## src/pwmfo_pkg.sv

```systemverilog
// package: register map, field positions and types for the fault override block
package pwmfo_pkg;

  // register byte addresses
  localparam logic [3:0] GEN_CTRL_ADDR = 4'h0;
  localparam logic [3:0] FLT_CTRL_ADDR = 4'h4;
  localparam logic [3:0] IO_CTRL_ADDR = 4'h8;
  localparam logic [3:0] PIN_READ_ADDR = 4'hc;

  // generator_control fields
  localparam int GC_STATUS_BIT = 15;
  localparam int GC_IRQ_EN_BIT = 12;

  // fault_limit_control fields
  localparam int FC_SRC_LSB = 3;
  localparam int FC_SRC_MSB = 7;
  localparam int FC_POL_BIT = 2;
  localparam int FC_MODE_LSB = 0;
  localparam int FC_MODE_MSB = 1;

  // output_io_control fields
  localparam int IO_OUTPUT_PIN_MODE_LSB = 10;
  localparam int IO_OUTPUT_PIN_MODE_MSB = 11;
  localparam int IO_FDAT_HI_BIT = 5;
  localparam int IO_FDAT_LO_BIT = 4;

  // reset values
  localparam logic [4:0] SRC_RST = 5'h00;
  localparam logic [1:0] MODE_RST = 2'h3;
  localparam logic [1:0] OUTPUT_PIN_MODE_RST = 2'h0;
  localparam logic [1:0] FDAT_RST = 2'h0;

  // source layout
  localparam int NUM_SOURCES = 32;
  localparam int NUM_CMP = 8;
  localparam int NUM_PINS = NUM_SOURCES - NUM_CMP;

  // fault mode encodings
  localparam logic [1:0] MODE_LATCHED = 2'h0;
  localparam logic [1:0] MODE_CYCLE = 2'h1;
  localparam logic [1:0] MODE_OFF = 2'h3;

  // override sequencing states, one bit changing per step except the exit wait to idle return
  typedef enum logic [1:0] {
    PWMFO_IDLE = 2'b00,
    PWMFO_FORCED = 2'b01,
    PWMFO_EXIT_WAIT = 2'b11
  } pwmfo_state_e;

  // register bus request
  typedef struct packed {
    logic [3:0] addr;
    logic [31:0] wdata;
    logic wr;
    logic rd;
  } pwmfo_bus_s;

  // a pair of pwm output levels
  typedef struct packed {
    logic high;
    logic low;
  } pwmfo_pair_s;

endpackage : pwmfo_pkg

```

## src/pwmfo_fault_override.sv

```systemverilog
// fault source select, polarity, override sequencing and register slave
//
// How it works
// - five-bit field picks one of 32 sources
// - irq enable bit 12 gates fault interrupt
// - polarity bit 2 inverts selected input
// - override data bits 5:4 drive outputs
// - zero forces instantly, one via dead-time
// - interrupt still raised with override disabled
// - selected fault always goes to adc
// - fault pins readable while module enabled
// - comparators feed source codes zero to seven
// - status shows irq latch or input level
// - latched: hold until clear, exit at boundary
// - early flag clear waits for deassertion
// - writing enable zero clears the flag
// - cycle mode releases at next cycle start
// - mode field at bits 1:0
// - exit aligned to timebase counter zero
// - module disabled: exit without boundary wait
// - fault sensed from port latch when output
// - pin mode field at bits 11:10
// - fault override beats current-limit override
// - generator irq ORs trigger, limit, fault
`timescale 1ns/100ps

module pwmfo_fault_override #(
  parameter int NUM_CMP = pwmfo_pkg::NUM_CMP,
  parameter int NUM_PINS = pwmfo_pkg::NUM_PINS
) (
  input wire logic clk_in,
  input wire logic rst_in,
  input wire logic ce_in,
  input wire pwmfo_pkg::pwmfo_bus_s bus_in,
  output logic [31:0] rdata_out,
  input wire logic [NUM_CMP-1:0] comparator_in,
  input wire logic [NUM_PINS-1:0] fault_input_pin_in,
  input wire logic [NUM_PINS-1:0] port_direction_bit_in,
  input wire logic [NUM_PINS-1:0] port_data_in,
  input wire logic pwm_module_enable_in,
  input wire logic timebase_zero_in,
  input wire pwmfo_pkg::pwmfo_pair_s pwm_in,
  input wire pwmfo_pkg::pwmfo_pair_s deadtime_in,
  input wire logic limit_active_in,
  input wire pwmfo_pkg::pwmfo_pair_s limit_override_data_in,
  input wire logic trigger_irq_in,
  input wire logic limit_irq_in,
  output pwmfo_pkg::pwmfo_pair_s pwm_out,
  output pwmfo_pkg::pwmfo_pair_s deadtime_force_out,
  output logic override_active_out,
  output logic [1:0] output_pin_mode_out,
  output logic adc_fault_trigger_out,
  output logic fault_irq_out,
  output logic generator_irq_out
);

  // software-visible control fields
  logic [4:0] fault_source_select;
  logic fault_polarity;
  logic [1:0] fault_mode_field;
  logic fault_irq_enable;
  logic [1:0] output_pin_mode;
  pwmfo_pkg::pwmfo_pair_s fault_override_data;

  // fault flag and sequencing
  logic fault_status_flag;
  logic flag_set;
  pwmfo_pkg::pwmfo_state_e state;
  pwmfo_pkg::pwmfo_state_e next_state;

  // source vector and selected fault
  logic [NUM_CMP+NUM_PINS-1:0] sources;
  logic [NUM_PINS-1:0] pin_level;
  logic sel_raw;
  logic fault_raw;

  // three-stage synchroniser on the selected fault
  logic sync_a;
  logic sync_b;
  logic sync_c;
  logic fault_sync;

  // filtered pin levels for the software readback
  logic [NUM_PINS-1:0] pin_stable;

  // decoded override controls
  logic mode_on;
  logic exit_ok;
  logic boundary;
  logic flag_clear;
  logic override_on;
  pwmfo_pkg::pwmfo_pair_s forced;

  // per pin: port-latch sensing and a three-stage readback filter
  genvar gi;
  generate
    for (gi = 0; gi < NUM_PINS; gi++) begin : g_pin
      logic stage_one;
      logic stage_two;
      logic stage_three;
      logic stable;

      // a pin set as output is sensed from its own port latch
      assign pin_level[gi] = port_direction_bit_in[gi] ? fault_input_pin_in[gi] : port_data_in[gi];

      // stage one is read by stage two only, so a metastable level never fans out
      always_ff @(posedge clk_in) begin
        if (rst_in) begin
          stage_one <= 1'b0;
          stage_two <= 1'b0;
          stage_three <= 1'b0;
        end else if (ce_in) begin
          stage_one <= pin_level[gi];
          stage_two <= stage_one;
          stage_three <= stage_two;
        end
      end

      // the polled bit moves once stages two and three agree
      always_ff @(posedge clk_in) begin
        if (rst_in) begin
          stable <= 1'b0;
        end else if (ce_in && (stage_two == stage_three)) begin
          stable <= stage_three;
        end
      end

      assign pin_stable[gi] = stable;
    end
  endgenerate

  // comparators occupy source codes 0..7, pins follow
  assign sources = {pin_level, comparator_in};

  // source mux; with the package sizes all 32 codes map to a comparator or a pin
  assign sel_raw = sources[fault_source_select];

  // polarity turns an active-low source into positive logic
  assign fault_raw = sel_raw ^ fault_polarity;

  // synchroniser stages; only stage b reads stage a
  always_ff @(posedge clk_in) begin
    if (rst_in) begin
      sync_a <= 1'b0;
      sync_b <= 1'b0;
      sync_c <= 1'b0;
    end else if (ce_in) begin
      sync_a <= fault_raw;
      sync_b <= sync_a;
      sync_c <= sync_b;
    end
  end

  // the level moves only once stages b and c agree, a glitch filter
  always_ff @(posedge clk_in) begin
    if (rst_in) begin
      fault_sync <= 1'b0;
    end else if (ce_in && (sync_b == sync_c)) begin
      fault_sync <= sync_c;
    end
  end

  // adc trigger comes from a flop and ignores enable and mode bits
  always_ff @(posedge clk_in) begin
    if (rst_in) begin
      adc_fault_trigger_out <= 1'b0;
    end else if (ce_in) begin
      adc_fault_trigger_out <= fault_sync;
    end
  end

  // writes that carry the irq enable bit low clear the flag
  assign flag_clear = bus_in.wr && (bus_in.addr == pwmfo_pkg::GEN_CTRL_ADDR)
                      && !bus_in.wdata[pwmfo_pkg::GC_IRQ_EN_BIT];

  // control register writes
  always_ff @(posedge clk_in) begin
    if (rst_in) begin
      fault_irq_enable <= 1'b0;
    end else if (ce_in && bus_in.wr && (bus_in.addr == pwmfo_pkg::GEN_CTRL_ADDR)) begin
      fault_irq_enable <= bus_in.wdata[pwmfo_pkg::GC_IRQ_EN_BIT];
    end
  end

  // fault control register: source, polarity, mode
  always_ff @(posedge clk_in) begin
    if (rst_in) begin
      fault_source_select <= pwmfo_pkg::SRC_RST;
      fault_polarity <= 1'b0;
      fault_mode_field <= pwmfo_pkg::MODE_RST;
    end else if (ce_in && bus_in.wr && (bus_in.addr == pwmfo_pkg::FLT_CTRL_ADDR)) begin
      fault_source_select <= bus_in.wdata[pwmfo_pkg::FC_SRC_MSB:pwmfo_pkg::FC_SRC_LSB];
      fault_polarity <= bus_in.wdata[pwmfo_pkg::FC_POL_BIT];
      fault_mode_field <= bus_in.wdata[pwmfo_pkg::FC_MODE_MSB:pwmfo_pkg::FC_MODE_LSB];
    end
  end

  // io control register: pin mode and override data
  always_ff @(posedge clk_in) begin
    if (rst_in) begin
      output_pin_mode <= pwmfo_pkg::OUTPUT_PIN_MODE_RST;
      fault_override_data <= pwmfo_pkg::FDAT_RST;
    end else if (ce_in && bus_in.wr && (bus_in.addr == pwmfo_pkg::IO_CTRL_ADDR)) begin
      output_pin_mode <= bus_in.wdata[pwmfo_pkg::IO_OUTPUT_PIN_MODE_MSB:pwmfo_pkg::IO_OUTPUT_PIN_MODE_LSB];
      fault_override_data.high <= bus_in.wdata[pwmfo_pkg::IO_FDAT_HI_BIT];
      fault_override_data.low <= bus_in.wdata[pwmfo_pkg::IO_FDAT_LO_BIT];
    end
  end

  // pin mode is consumed by the output stage further on
  assign output_pin_mode_out = output_pin_mode;

  // a set is a new event only while the flag is low; a held fault on a flag
  // already set must not block the clear, or a latched exit could never start
  assign flag_set = fault_sync && fault_irq_enable && !fault_status_flag;

  // fault flag: set wins over a same-cycle clear so no event is lost;
  // it sets regardless of the mode field, so the pin works as a plain irq
  always_ff @(posedge clk_in) begin
    if (rst_in) begin
      fault_status_flag <= 1'b0;
    end else if (ce_in) begin
      if (flag_set) begin
        fault_status_flag <= 1'b1;
      end else if (flag_clear) begin
        fault_status_flag <= 1'b0;
      end
    end
  end

  // fault interrupt and the generator's combined request
  assign fault_irq_out = fault_status_flag;
  assign generator_irq_out = trigger_irq_in | limit_irq_in | fault_status_flag;

  // modes 00 and 01 override; 11 and the unused 10 leave outputs alone
  assign mode_on = (fault_mode_field == pwmfo_pkg::MODE_LATCHED)
                   || (fault_mode_field == pwmfo_pkg::MODE_CYCLE);

  // cycle boundary is counter zero; with the module off there is none to wait for
  assign boundary = timebase_zero_in || !pwm_module_enable_in;

  // latched exit also needs the flag cleared by software first
  assign exit_ok = (fault_mode_field == pwmfo_pkg::MODE_CYCLE)
                   || !fault_status_flag;

  // override sequencing
  always_comb begin
    next_state = state;
    case (state)
      pwmfo_pkg::PWMFO_IDLE: begin
        if (fault_sync) begin
          next_state = pwmfo_pkg::PWMFO_FORCED;
        end
      end
      pwmfo_pkg::PWMFO_FORCED: begin
        // flag cleared early still holds here until the input drops
        if (!fault_sync) begin
          next_state = pwmfo_pkg::PWMFO_EXIT_WAIT;
        end
      end
      pwmfo_pkg::PWMFO_EXIT_WAIT: begin
        if (fault_sync) begin
          next_state = pwmfo_pkg::PWMFO_FORCED;
        end else if (exit_ok && boundary) begin
          next_state = pwmfo_pkg::PWMFO_IDLE;
        end
      end
      default: begin
        next_state = pwmfo_pkg::PWMFO_IDLE;
      end
    endcase
    if (!mode_on) begin
      next_state = pwmfo_pkg::PWMFO_IDLE;
    end
  end

  // state register
  always_ff @(posedge clk_in) begin
    if (rst_in) begin
      state <= pwmfo_pkg::PWMFO_IDLE;
    end else if (ce_in) begin
      state <= next_state;
    end
  end

  // the raw input joins the held state so entry needs no clock edge;
  // the cost is that a glitch on the pin can briefly force the outputs
  assign override_on = mode_on && (fault_raw || (state != pwmfo_pkg::PWMFO_IDLE));
  assign override_active_out = override_on;

  // a one bit is handed to the dead-time stage, which returns it shaped
  assign deadtime_force_out.high = override_on && fault_override_data.high;
  assign deadtime_force_out.low = override_on && fault_override_data.low;

  // a zero bit is forced low directly, a one takes the dead-time result
  assign forced.high = fault_override_data.high && deadtime_in.high;
  assign forced.low = fault_override_data.low && deadtime_in.low;

  // fault first, then current limit, then normal pwm
  always_comb begin
    if (override_on) begin
      pwm_out = forced;
    end else if (limit_active_in) begin
      pwm_out = limit_override_data_in;
    end else begin
      pwm_out = pwm_in;
    end
  end

  // read data one cycle after the strobe, zero elsewhere and for unmapped
  always_ff @(posedge clk_in) begin
    if (rst_in) begin
      rdata_out <= 32'h00000000;
    end else if (ce_in) begin
      rdata_out <= 32'h00000000;
      if (bus_in.rd) begin
        case (bus_in.addr)
          pwmfo_pkg::GEN_CTRL_ADDR: begin
            rdata_out[pwmfo_pkg::GC_STATUS_BIT] <= fault_irq_enable ? fault_status_flag : fault_sync;
            rdata_out[pwmfo_pkg::GC_IRQ_EN_BIT] <= fault_irq_enable;
          end
          pwmfo_pkg::FLT_CTRL_ADDR: begin
            rdata_out[pwmfo_pkg::FC_SRC_MSB:pwmfo_pkg::FC_SRC_LSB] <= fault_source_select;
            rdata_out[pwmfo_pkg::FC_POL_BIT] <= fault_polarity;
            rdata_out[pwmfo_pkg::FC_MODE_MSB:pwmfo_pkg::FC_MODE_LSB] <= fault_mode_field;
          end
          pwmfo_pkg::IO_CTRL_ADDR: begin
            rdata_out[pwmfo_pkg::IO_OUTPUT_PIN_MODE_MSB:pwmfo_pkg::IO_OUTPUT_PIN_MODE_LSB] <= output_pin_mode;
            rdata_out[pwmfo_pkg::IO_FDAT_HI_BIT] <= fault_override_data.high;
            rdata_out[pwmfo_pkg::IO_FDAT_LO_BIT] <= fault_override_data.low;
          end
          pwmfo_pkg::PIN_READ_ADDR: begin
            // polling path stays live while the module runs
            rdata_out[NUM_PINS-1:0] <= pin_stable;
          end
          default: begin
            rdata_out <= 32'h00000000;
          end
        endcase
      end
    end
  end

endmodule : pwmfo_fault_override

```

## config.mk

```make
export PLATFORM = sky130hd
export DESIGN_NAME = pwmfo_fault_override
export DESIGN_NICKNAME = d
export VERILOG_FILES = /design/src/pwmfo_pkg.sv /design/src/pwmfo_fault_override.sv
export SDC_FILE = /design/constraint.sdc
export NUM_CORES = 1
export LEC_CHECK = 0
export BUFFER_PORTS_ARGS = -buffer_cell sky130_fd_sc_hd__buf_2
export CAP_MARGIN = 25
export CELL_PAD_IN_SITES_DETAIL_PLACEMENT = 0
export CELL_PAD_IN_SITES_GLOBAL_PLACEMENT = 2
export CORE_UTILIZATION = 25
export CTS_BUF_LIST = sky130_fd_sc_hd__clkbuf_4
export CTS_CLUSTER_DIAMETER = 80
export DETAILED_ROUTE_END_ITERATION = 8
export HOLD_SLACK_MARGIN = 0.12
export PLACE_DENSITY = 0.63
export SLEW_MARGIN = 5
export SYNTH_ARGS = -nofsm -noshare
export SYNTH_HDL_FRONTEND = slang
export SYNTH_SLANG_ARGS = --single-unit
```

## constraint.sdc

```tcl
create_clock -name clk_in -period 3.6 [get_ports clk_in]
set_input_delay 0.54 -clock clk_in [delete_from_list [all_inputs] [get_ports clk_in]]
set_output_delay 0.54 -clock clk_in [all_outputs]
set_load 0.01 [all_outputs]
```

# [Yosys cells after proc, flatten, opt, wreduce, memory -nomap -nowiden]
# Cells that the tools add are included.
[word_totals] latchBits=0 rom_bits=0 mem_bits_rw=0 out_inout_bits=42 in_bits=132 mem_count=0 reg_bits=149
[op_classes] n_lt_le_gt_ge=1 mux=47 add_sub_neg=0 n_eq_ne=34 div=0 reduce_logical=53 shifts=0 mul=0 bitwise=3
[op_table] operator="1-bit logical AND" n=39
[op_table] operator="1-bit two-way mux" n=28
[op_table] operator="1-bit == test" n=25
[op_table] operator="24-bit two-way mux" n=1
[op_table] operator="2-bit two-way mux" n=9
[op_table] operator="2-bit case mux with 3 select lines" n=2
[op_table] operator="4-bit == test, second input constant" n=2
[op_table] operator="8-bit two-way mux" n=1
[op_table] operator="2-bit case mux with 2 select lines" n=2
[op_table] operator="4-bit case mux with 2 select lines" n=1
[op_table] operator="5-bit by 6-bit < comparator with 1-bit output, second input constant" n=1
[op_table] operator="3-bit inequality test, second input constant" n=2
[op_table] operator="1-bit binary-select mux with 5-bit select" n=1
[op_table] operator="2-bit by 1-bit == test with 1-bit output, second input constant" n=2
[op_table] operator="4-bit by 3-bit == test with 1-bit output, second input constant" n=1
[op_table] operator="2-bit logical NOT" n=2
[op_table] operator="4-bit logical NOT" n=1
[op_table] operator="1-bit logical OR" n=4
[op_table] operator="4-bit inequality test, second input constant" n=1
[op_table] operator="1-bit case mux with 2 select lines" n=2
[op_table] operator="4-bit AND reduction" n=1
[op_table] operator="2-bit nonzero test" n=2
[op_table] operator="1-bit logical NOT" n=3
[op_table] operator="2-bit == test, second input constant" n=1
[op_table] operator="other kinds (3)" n=4

# [Longest topological paths before layout]
# Gate-level depths: netlist of the first run.
[depth] word_depth=7 mapped_depth=8 ltp_nobuf=7

# [Worst setup path after synthesis of the first run]
# No wires, ideal clock.
[synth_path] kind="in2out" start="input comparator_in[1]" end="output pwm_out[0] (netlist bit)" required_ps=3060 cell_stages=7 arrival_time_ps=2259 n_path_buf=0 path_slack_ps=801 cell_sequence="mux4_1 a22o_1 a311oi_1 and3_2 o21ai_2 a31oi_4 mux2i_1"
[synth_rtl] element="from (decl)" line="pwmfo_fault_override.sv:36" text="input wire logic [NUM_CMP-1:0] comparator_in,"
[synth_rtl] element="to (decl)" line="pwmfo_fault_override.sv:48" text="output pwmfo_pkg::pwmfo_pair_s pwm_out,"

==> run_results.csv, run 1 <==
group,metric,value,unit
outcome,run_status,"finished, final reports clean",
worst_setup_path,timing.critical_path.to_type,"output pin",
routing,wire_per_inst,14.8,µm
routing,drtAntennaViolNets,0,
cells_and_area,synthToLayoutAreaGrowth,22.7,%
worst_setup_path,worst_setup_path_start_kind,"register",
worst_setup_path,peak_fanout_along_the_critical_path,6,
routing,drcViolationCount,0,
timing,fmax,295,MHz
floorplanning,fp.dieArea,24400,µm²
timing,slew_viol_final,0,
clock_tree,numCtsBuffers,17,
placement,buffer_ports.inserted,144,
timing,postLayoutSetupSlackWorst,0.211,ns
synthesis,syn_area_per_cell,9.33,µm²
timing,layout_min_cycle_time,3.39,ns
placement,place.gp.congestion,0.728,
run,drv_cap,0,
cells_and_area,filler_cell_count,2497,
timing,timing.setup.tns,0,ns
synthesis,synthesis.yosys.warnings,0,
placement,post-place-ws,0.375,ns
global_route,antenna_found_initial,1,
clock_tree,clkTransAtPathRegs,0.12,ns
synthesis,ys_ff_latch,141,
cells_and_area,multiInputGateArea,2930,µm²
routing,routed_via_density,4.52,
clock_tree,ctsHtreeMaxLevel,4,
global_route,pin_count_of_the_biggest_net_entering_global_routing,80,
routing,drt_wl_total,16.3,mm
power,power.total,2990,µW
floorplanning,fp-row-count,56,
floorplanning,initial_core_util,25.4,%
timing,holdWs,0.244,ns
synthesis,postSynth.asyncResetShare,0,%
cells_and_area,layout-drive-gt1-share,26.5,%
synthesis,ys_dominant_reg_cell,"sky130_fd_sc_hd__dfxtp_1",
clock_tree,cts_hold_buffers,0,
synthesis,synth_cells,638,
synthesis,synth-edff-count,0,
clock_tree,cts.path.max_buffers,2,
timing,grt_setup_unrepaired,"no",
routing,firstDrtPassIters,6,
worst_setup_path,reg2reg_depth,8,
min_path,worstHoldPathCells,3,
worst_setup_path,setup.worst_path.class,"register to output pin",
timing,fin_worst_skew,0.0171,ns
clock_tree,clkSinkCount,141,
global_route,global_route_congestion_overflow_total,0,
cells_and_area,final_nets,900,
floorplanning,io_pins,174,
cells_and_area,sequential_cell_area,2830,µm²
clock_tree,ctsRootBufferMaster,"sky130_fd_sc_hd__clkbuf_4",
routing,dr_total_vias,4972,
global_route,grt_first_pass_wirelength,24.8,mm
power,power.density,410,nW/µm²
timing,final_min_period_over_clock_period,94.1,%
min_path,hold_class,"input port to register",
placement,hpwlAfterDp,11.2,mm
power,p_leak,0.00334,µW
synthesis,area_of_the_mapped_netlist,5950,µm²
global_route,via_count_of_the_first_global_routing_pass,4589,
clock_tree,clk_latency_worst_skew_pair,0.52,ns
timing,finalHoldViolations,0,
floorplanning,die_width,156,µm
timing,setup_viol_count_final,0,
timing,tightest_slew,0.855,ns
worst_setup_path,crit_required,3.06,ns
clock_tree,tritoncts,"yes",
timing,max-slew-margin-rel,43.0,%
synthesis,synthDistinctLibCells,50,
floorplanning,die_height,156,µm
floorplanning,design.core.area,23400,µm²
routing,drt-initial-drc-count,184,
worst_setup_path,worst-endpoint-arrival,2.85,ns
global_route,global_route.usage.total,13.4,%
power,ir_worst_vdd,0.213,mV
synthesis,register_area_share_after_synthesis,47.4,%
critical path: stages (launching register included):
cell and delay, ns:
sky130_fd_sc_hd__dfxtp_4 0.41, sky130_fd_sc_hd__mux4_2 0.50, sky130_fd_sc_hd__a22o_1 0.24, sky130_fd_sc_hd__a311oi_2 0.25
sky130_fd_sc_hd__and3_4 0.26, sky130_fd_sc_hd__o21ai_2 0.09, sky130_fd_sc_hd__a31oi_4 0.25, sky130_fd_sc_hd__mux2i_1 0.21
sky130_fd_sc_hd__buf_2 0.14
through the flow:
| stage | std cells | instance area [µm²] | utilization (%) |
|---|---|---|---|
| after floorplan | 645 | 5980 | - |
| after global placement | 1064 | 6940 | 29.7 |
| after detailed placement | 1064 | 6940 | 29.7 |
| after CTS | 1096 | 7260 | 31.0 |
| after global routing | 1101 | 7300 | 31.2 |
| final | 1101 | 7300 | 31.2 |
registers in the layout (all words and copies together) (netlist names):
name,flops
fault_irq_enable,1
sync_c,1
fault_mode_field,2
state,2
output_pin_mode_out,2
sync_b,1
fault_polarity,1
sync_a,1
fault_irq_out,1
g_pin.stage_two,24
fault_override_data,2
g_pin.stage_three,24
adc_fault_trigger_out,1
rdata_out,24
g_pin.stable,24
fault_sync,1
g_pin.stage_one,24
fault_source_select,5
layout by cell type (no fill, tap or decap), types with 18 or more instances in the layout:
master,synthesis,routed
sky130_fd_sc_hd__dfxtp_1,141,138
sky130_fd_sc_hd__a21o_1,24,24
sky130_fd_sc_hd__buf_2,1,142
sky130_fd_sc_hd__o21ai_1,25,25
sky130_fd_sc_hd__a211oi_1,25,25
sky130_fd_sc_hd__a21oi_1,33,33
sky130_fd_sc_hd__nor2_1,124,124
sky130_fd_sc_hd__nand2_1,37,37
sky130_fd_sc_hd__mux2i_1,92,92
sky130_fd_sc_hd__clkbuf_4,0,18
logic make-up after synthesis:
kind of cell | count (synthesis) | share of synthesized area, %
AO/OA/AOI/OAI | 147 | 16.8
AND/OR/NAND/NOR | 191 | 13.5
other | 1 | 0.0630
flip-flops | 141 | 47.4
multiplexers | 102 | 18.1
buffers and inverters | 56 | 4.12
report_power, final:
group | switching [µW] | internal, µW
combinational | 155 | 124
sequential | 28.9 | 1600
clock | 595 | 490
layer usage:
metal	vias up	part of all wire (%)	GRT usage, %
li1	2510	-	-
met1	2335	48	17.8
met2	119	46	21.1
met3	8	4.9	3.46
met4	0	0.81	3.73
met5	-	0	0
cells in the mapped netlist (2+ instances only):
library cell	n	share of area, %
sky130_fd_sc_hd__and3_1	6	0.63
sky130_fd_sc_hd__nand3_1	2	0.17
sky130_fd_sc_hd__mux2_2	3	0.57
sky130_fd_sc_hd__a211oi_1	25	3.2
sky130_fd_sc_hd__nand3b_1	3	0.38
sky130_fd_sc_hd__a21o_1	24	3.0
sky130_fd_sc_hd__o21ai_1	25	2.1
sky130_fd_sc_hd__nand4_1	2	0.21
sky130_fd_sc_hd__nor3_1	2	0.17
sky130_fd_sc_hd__buf_1	4	0.25
sky130_fd_sc_hd__clkbuf_1	38	2.4
sky130_fd_sc_hd__a222oi_1	8	1.3
sky130_fd_sc_hd__a211o_1	2	0.29
sky130_fd_sc_hd__mux2_1	4	0.76
sky130_fd_sc_hd__inv_1	2	0.13
sky130_fd_sc_hd__mux4_1	2	0.88
sky130_fd_sc_hd__nor2_1	124	7.8
sky130_fd_sc_hd__a21oi_1	33	2.8
sky130_fd_sc_hd__buf_4	9	1.1
sky130_fd_sc_hd__mux2i_1	92	15
sky130_fd_sc_hd__nand2_1	37	2.3
sky130_fd_sc_hd__a22oi_1	14	1.8
sky130_fd_sc_hd__a31oi_1	2	0.21
sky130_fd_sc_hd__inv_2	2	0.13
sky130_fd_sc_hd__nor2b_1	4	0.42
sky130_fd_sc_hd__and2_1	4	0.42
sky130_fd_sc_hd__a311oi_1	2	0.29
sky130_fd_sc_hd__dfxtp_1	141	47
path summary, 6_finish.rpt:
check / startpoint / slack, ns / endpoint
max: fault_source_select[0] / 0.21 / pwm_out[0]
max reg2reg: fault_source_select[0] / 1.55 / sync_a
min: bus_in[12] / 0.24 / output_pin_mode_out[0]
min reg2reg: g_pin[4].stage_three / 0.45 / g_pin[4].stable
what timing repair did:
action                                  in CTS  in global routing
resized for setup                            4                  6
endpoints found under the setup margin       5                  4
endpoints found under the hold margin        0                  0
pin swaps                                    0                  2
setup buffers                                0                  4
final cells by class:
cell class                 count  share of cell area [%]
antenna                        1                  0.0343
multi-input combinational    448                    40.1
timing repair buffer         156                    11.3
clock buffer                  18                    1.85
sequential                   141                    38.7
inverter                       4                   0.206
clock inverter                14                    2.33
tap                          319                    5.47
No activity file was read; power rests on OpenSTA's default activity.
==> run 2: changes to the inputs <==
--- a/config.mk
+++ b/config.mk
@@ -5,6 +5,7 @@
 export SDC_FILE = /design/constraint.sdc
 export NUM_CORES = 1
 export LEC_CHECK = 0
+export ABC_AREA = 1
 export BUFFER_PORTS_ARGS = -buffer_cell sky130_fd_sc_hd__buf_2
 export CAP_MARGIN = 25
 export CELL_PAD_IN_SITES_DETAIL_PLACEMENT = 0
@@ -14,8 +15,7 @@
 export CTS_CLUSTER_DIAMETER = 80
 export DETAILED_ROUTE_END_ITERATION = 8
 export HOLD_SLACK_MARGIN = 0.12
-export PLACE_DENSITY = 0.63
-export SLEW_MARGIN = 5
+export PLACE_DENSITY_LB_ADDON = 0.1
 export SYNTH_ARGS = -nofsm -noshare
 export SYNTH_HDL_FRONTEND = slang
 export SYNTH_SLANG_ARGS = --single-unit
==> run_results.csv, run 2 <==
group,metric,value,unit
worst_setup_path,worst_setup_path_start_kind,"register",
floorplanning,die_height,157,µm
cells_and_area,layout-drive-gt1-share,21.4,%
worst_setup_path,most_used_cell_along_the_critical_path,"sky130_fd_sc_hd__nand3_1",
timing,postLayoutSetupSlackWorst,0.461,ns
worst_setup_path,critical_path.reg2reg.startpoint,"fault_source_select[0]",
synthesis,synth_compound_area_share,20.4,%
global_route,global_route_congestion_overflow_total,0,
worst_setup_path,crit_required,3.06,ns
floorplanning,die_width,157,µm
synthesis,postSynth.asyncResetShare,0,%
synthesis,yosys.area_share.adder,0,%
synthesis,share_of_synthesized_area_spent_on_multiplexers,0.373,%
synthesis,synthTopCellsByArea,"sky130_fd_sc_hd__dfxtp_1 (47%), sky130_fd_sc_hd__nand2_1 (9.4%), sky130_fd_sc_hd__o21ai_0 (8.3%), sky130_fd_sc_hd__a21oi_1 (6.6%), sky130_fd_sc_hd__nand3_1 (6.2%)",
synthesis,syn_area_per_cell,7.39,µm²
clock_tree,clk_latency_worst_skew_pair,0.53,ns
synthesis,register_area_share_after_synthesis,46.8,%
min_path,hold_class,"input port to register",
power,share_seq_of_total_power,55.1,%
synthesis,synthesis.yosys.warnings,0,
global_route,global_route.usage.total,15.7,%
placement,hpwlAfterDp,13.1,mm
routing,drtAntennaViolNets,0,
placement,place_inst,1244,
floorplanning,fp.dieArea,24800,µm²
synthesis,synth.most_common_cell,"sky130_fd_sc_hd__nand2_1",
clock_tree,post_cts.resized_instances,0,
synthesis,synth_top_family_by_area,"simple AND/OR/NAND/NOR gates",
timing,slew_viol_final,0,
clock_tree,ctsHtreeMaxLevel,4,
min_path,worstHoldPathCells,3,
min_path,hold-path-endpoint,"fault_mode_field[0]",
routing,routedLengthMet1,9.16,mm
clock_tree,clkSinkCount,141,
power,p_leak,0.00319,µW
timing,max-slew-margin-rel,56.3,%
synthesis,ys_ff_latch,141,
cells_and_area,most-common-layout-cells,"sky130_fd_sc_hd__nand2_1 (151), sky130_fd_sc_hd__buf_2 (143), sky130_fd_sc_hd__dfxtp_1 (141)",
cells_and_area,synthToLayoutAreaGrowth,21.0,%
placement,post-place-ws,0.985,ns
timing,layout_min_cycle_time,3.14,ns
global_route,grt_first_pass_wirelength,29.5,mm
clock_tree,clkTransAtPathRegs,0.12,ns
placement,place.gp.congestion,0.735,
floorplanning,design.core.area,23500,µm²
cells_and_area,mostFrequentLayoutCell,"sky130_fd_sc_hd__nand2_1",
timing,setup_viol_count_final,0,
global_route,antenna_found_initial,1,
floorplanning,io_pins,174,
power,cellInternalPower,2150,µW
clock_tree,cts_hold_buffers,0,
global_route,pin_count_of_the_biggest_net_entering_global_routing,84,
routing,route.met2.wl,8.86,mm
worst_setup_path,reg2reg_depth,11,
worst_setup_path,setup.worst_path.class,"register to output pin",
power,power.total,2990,µW
worst_setup_path,timing.critical_path.to_type,"output pin",
synthesis,synth.top_cells.by_count,"sky130_fd_sc_hd__nand2_1 (151), sky130_fd_sc_hd__dfxtp_1 (141), sky130_fd_sc_hd__o21ai_0 (100)",
min_path,worstHoldStart,"bus_in[2]",
routing,firstDrtPassIters,4,
worst_setup_path,delay_of_the_slowest_critical_path_stage,0.75,ns
worst_setup_path,regToRegEndpoint,"sync_a",
outcome,run_status,"finished, final reports clean",
worst_setup_path,ordered_list_of_cells_on_the_worst_path,"inv_8 > nand3_1 > nand3_1 > nand3_1 > nand3_1 > nand3_2 > nand2_1 > nand2_2 > nand3_4 > nand2_4 > nand2_1 > nand2_1 > buf_2",
clock_tree,numCtsBuffers,17,
power,power.density,409,nW/µm²
timing,finalHoldViolations,0,
cells_and_area,final_nets,1076,
synthesis,ys_dominant_reg_cell,"sky130_fd_sc_hd__dfxtp_1",
timing,grt_setup_unrepaired,"no",
worst_setup_path,worst_path_max_delay_cell,"sky130_fd_sc_hd__dfxtp_1",
global_route,via_count_of_the_first_global_routing_pass,5442,
routing,detailed_route_wirelength_on_metal3,578,µm
timing,fmax,319,MHz
worst_setup_path,worst-endpoint-arrival,2.60,ns
floorplanning,fp-row-count,56,
clock_tree,tritoncts,"yes",
routing,drt_wl_total,18.7,mm
routing,drcViolationCount,0,
worst_setup_path,worst_setup_slack_for_register_to_register_paths,1.66,ns
synthesis,synth_top_cell_by_area,"sky130_fd_sc_hd__dfxtp_1",
worst_setup_path,crit_path_from,"fault_source_select[0]",
synthesis,synthDistinctLibCells,36,
power,comb_power_share,10.5,%
clock_tree,cts.path.max_buffers,2,
timing,timing.setup.tns,0,ns
worst_setup_path,peak_fanout_along_the_critical_path,18,
routing,routed.top_layer,"met4",
routing,drt-initial-drc-count,288,
routing,wire_per_inst,14.7,µm
cells_and_area,filler_cell_count,2671,
power,sw_share,27.9,%
placement,buffer_ports.inserted,144,
synthesis,post_synth_and_or_nand_nor_area_fraction,23.0,%
timing,final_min_period_over_clock_period,87.2,%
power,clockPowerShare,34.4,%
run,drv_cap,0,
synthesis,synth_top_area_share,46.8,%
synthesis,synth_cells,816,
synthesis,area_of_the_mapped_netlist,6030,µm²
power,ir_worst_vdd,0.171,mV
synthesis,synth-edff-count,0,
clock_tree,post-cts-setup-buffers,0,
routing,dr_total_vias,5597,
clock_tree,ctsRootBufferMaster,"sky130_fd_sc_hd__clkbuf_4",
cells_and_area,layoutNonFillerInstCount,1278,
routing,routed_via_density,4.38,
timing,fin_worst_skew,0.0243,ns
power,net-switching-power,832,µW
floorplanning,initial_core_util,25.6,%
synthesis,synth_xor_area_share,0,%
timing,tightest_slew,0.656,ns
-- run 2: changes by cell type after synthesis, sizes merged, moves of 72 or more --
cell   before  now
mux2i      92    0
inv         4   76
nand3       2   84
nand2      37  153
o21ai      27  101
-- run 2: through the flow --
stage | instance area (µm²) | hold WS [ns] | utilization [%]
floorplan | 6060 | 0.431 | -
global placement | 7010 | 0.453 | 29.8
detailed placement | 7010 | 0.452 | 29.8
CTS | 7290 | 0.161 | 31.0
global route | 7300 | 0.173 | 31.0
finish | 7300 | 0.225 | 31.0
-- run 2: layout make-up --
class,instances,area (µm²),area share (%)
diodes,2,5.00,0.0686
clock buffers,18,135,1.85
clock inverters,14,145,1.99
inverters,78,300,4.11
multi-input cells,553,2680,36.7
flip-flops and latches,141,2820,38.7
well taps,319,399,5.47
repair buffers,153,816,11.2
-- run 2: cell families after synthesis --
group	after synthesis
compound gates	222
simple gates	321
mux	2
flops	141
buf+inv	129
other cells	1
-- run 2: power groups by stage --
stage	clock, µW	combinational (µW)	sequential, µW
finish	1030	314	1640
global route	1150	361	1650
CTS	1090	322	1640
detailed placement	0	321	1680
global placement	0	320	1680
floorplan	0	196	1670
-- run 2: worst max-delay path by stage --
stage                       endpoint  depth (start not counted)
6_report                  pwm_out[1]                         13
5_1_grt                   pwm_out[1]                         13
4_1_cts                   pwm_out[1]                         13
3_5_place_dp              pwm_out[1]                         13
3_3_place_gp              pwm_out[1]                         13
2_1_floorplan  deadtime_force_out[0]                         12
-- run 2: metal layers --
layer / up-vias / GRT usage [%]
li1: 2979 / -
met1: 2512 / 20.2
met2: 97 / 26.9
met3: 9 / 2.92
met4: 0 / 3.88
met5: - / 0
-- run 2: critical path, delay by kind of cell (launching register included) --
kind          cells  cell delay, ns
buf+inv           2            0.28
flops             1            0.75
simple gates     11            1.03
==> run 3: changes to the inputs <==
--- a/config.mk
+++ b/config.mk
@@ -10,7 +10,7 @@
 export CAP_MARGIN = 25
 export CELL_PAD_IN_SITES_DETAIL_PLACEMENT = 0
 export CELL_PAD_IN_SITES_GLOBAL_PLACEMENT = 2
-export CORE_UTILIZATION = 25
+export CORE_UTILIZATION = 32
 export CTS_BUF_LIST = sky130_fd_sc_hd__clkbuf_4
 export CTS_CLUSTER_DIAMETER = 80
 export DETAILED_ROUTE_END_ITERATION = 8
==> constraint.sdc (replaced) <==
create_clock -name clk_in -period 3.6 [get_ports clk_in]
set_input_delay 0.54 -clock clk_in [delete_from_list [all_inputs] [get_ports clk_in]]
set_output_delay 0.54 -clock clk_in [all_outputs]
set_load 0.02 [all_outputs]
==> run_results.csv, run 3 (same netlist as run 2, synthesis figures left out) <==
group,metric,value,unit
worst_setup_path,worst-endpoint-arrival,2.68,ns
worst_setup_path,reg2reg_depth,11,
timing,grt_setup_unrepaired,"no",
timing,fin_worst_skew,0.0245,ns
floorplanning,io_pins,174,
clock_tree,clkSinkCount,141,
min_path,hold_class,"input port to register",
placement,post-place-ws,0.952,ns
floorplanning,fp.dieArea,19400,µm²
cells_and_area,most-common-layout-cells,"sky130_fd_sc_hd__nand2_1 (151), sky130_fd_sc_hd__buf_2 (144), sky130_fd_sc_hd__dfxtp_1 (141)",
timing,tightest_slew,0.962,ns
timing,timing.setup.tns,0,ns
clock_tree,ctsRootBufferMaster,"sky130_fd_sc_hd__clkbuf_4",
placement,hpwlAfterDp,12.4,mm
run,drv_cap,0,
worst_setup_path,crit_required,3.06,ns
global_route,antenna_found_initial,0,
clock_tree,numCtsBuffers,17,
worst_setup_path,critical_path.reg2reg.startpoint,"fault_source_select[0]",
floorplanning,initial_core_util,33.1,%
routing,drt-initial-drc-count,296,
min_path,hold-path-endpoint,"fault_mode_field[1]",
floorplanning,design.core.area,18200,µm²
worst_setup_path,peak_fanout_along_the_critical_path,18,
power,p_leak,0.00319,µW
worst_setup_path,worst_setup_slack_for_register_to_register_paths,1.54,ns
global_route,pin_count_of_the_biggest_net_entering_global_routing,59,
global_route,grt_first_pass_wirelength,28.5,mm
timing,setup_viol_count_final,0,
floorplanning,fp-row-count,49,
timing,finalHoldViolations,0,
timing,final_min_period_over_clock_period,89.4,%
worst_setup_path,setup.worst_path.class,"register to output pin",
global_route,via_count_of_the_first_global_routing_pass,5854,
min_path,worstHoldStart,"bus_in[3]",
worst_setup_path,timing.critical_path.to_type,"output pin",
routing,dr_total_vias,5794,
clock_tree,cts.path.max_buffers,2,
global_route,global_route.usage.total,18.5,%
outcome,run_status,"finished, final reports clean",
clock_tree,clkTransAtPathRegs,0.13,ns
timing,fmax,311,MHz
timing,layout_min_cycle_time,3.22,ns
timing,max-slew-margin-rel,35.8,%
routing,drt_wl_total,17.2,mm
cells_and_area,layout-drive-gt1-share,21.1,%
routing,routed_via_density,4.89,
placement,place.gp.congestion,0.769,
cells_and_area,synthToLayoutAreaGrowth,18.5,%
power,power.density,410,nW/µm²
global_route,global_route_congestion_overflow_total,0,
worst_setup_path,worst_setup_path_start_kind,"register",
routing,drtAntennaViolNets,0,
cells_and_area,multiInputGateArea,2680,µm²
cells_and_area,final_nets,1077,
clock_tree,post-cts-setup-buffers,0,
clock_tree,ctsHtreeMaxLevel,4,
routing,wire_per_inst,14.5,µm
floorplanning,die_height,139,µm
cells_and_area,filler_cell_count,1964,
cells_and_area,sequential_cell_area,2820,µm²
clock_tree,post_cts.resized_instances,0,
timing,slew_viol_final,0,
routing,drcViolationCount,0,
floorplanning,die_width,139,µm
power,ir_worst_vdd,0.266,mV
clock_tree,clk_latency_worst_skew_pair,0.55,ns
timing,postLayoutSetupSlackWorst,0.383,ns
placement,buffer_ports.inserted,144,
clock_tree,tritoncts,"yes",
routing,firstDrtPassIters,5,
clock_tree,cts_hold_buffers,0,
cells_and_area,total_inserted_antenna_cells,0,
worst_setup_path,regToRegEndpoint,"sync_a",
min_path,worstHoldPathCells,3,
cells_and_area,mostFrequentLayoutCell,"sky130_fd_sc_hd__nand2_1",
timing,holdWs,0.211,ns
==> run 3: area by class of cell <==
type | count | share of cell area, %
Clock buffer | 21 | 2.21
Sequential cell | 141 | 39.5
Timing Repair Buffer | 154 | 11.3
Inverter | 78 | 4.20
Clock inverter | 10 | 1.38
Multi-Input combinational cell | 553 | 37.4
Tap cell | 229 | 4.01
==> run 3: metal layers <==
layer	GRT usage [%]	vias up	share of wire, %
met5	0	-	0
met4	5.73	0	0.91
met3	3.72	8	4.2
met2	34.2	127	52
met1	21.3	2688	43
li1	-	2971	-
==> run 3: critical path, stage by stage, from the launching register on <==
cell                      delay (ns)
sky130_fd_sc_hd__dfxtp_1        0.76
sky130_fd_sc_hd__inv_8          0.16
sky130_fd_sc_hd__nand3_1        0.13
sky130_fd_sc_hd__nand3_1        0.09
sky130_fd_sc_hd__nand3_1        0.11
sky130_fd_sc_hd__nand3_1        0.11
sky130_fd_sc_hd__nand3_2        0.13
sky130_fd_sc_hd__nand2_1        0.07
sky130_fd_sc_hd__nand2_2        0.09
sky130_fd_sc_hd__nand3_4        0.09
sky130_fd_sc_hd__nand2_4        0.10
sky130_fd_sc_hd__nand2_1        0.06
sky130_fd_sc_hd__nand2_1        0.05
sky130_fd_sc_hd__buf_2          0.15
==> run 3: worst max-delay path by stage <==
stage / cells after the start / to / start / slack (ns)
after floorplan: 12 / deadtime_force_out[0] / port_direction_bit_in[19] / 1.51
after global placement: 13 / pwm_out[0] / fault_source_select[0] / 0.98
after detailed placement: 13 / pwm_out[0] / fault_source_select[0] / 0.95
after CTS: 13 / pwm_out[0] / fault_source_select[0] / 0.30
after global routing: 13 / pwm_out[0] / fault_source_select[0] / 0.13
final: 13 / pwm_out[0] / fault_source_select[0] / 0.38
==> run 3: power breakdown <==
group	switching (µW)	internal, µW
clock	545	428
combinational	190	120
sequential	31.2	1610
==> run 3: per-stage QoR <==
step	instance area (µm²)	std cells	util [%]	power, µW
after CTS	7130	1185	39.2	2960
after global placement	6870	1154	37.7	1990
final	7150	1186	39.3	2930
after detailed placement	6870	1154	37.7	1990
after global routing	7150	1186	39.3	3100
after floorplan	6060	823	-	1870
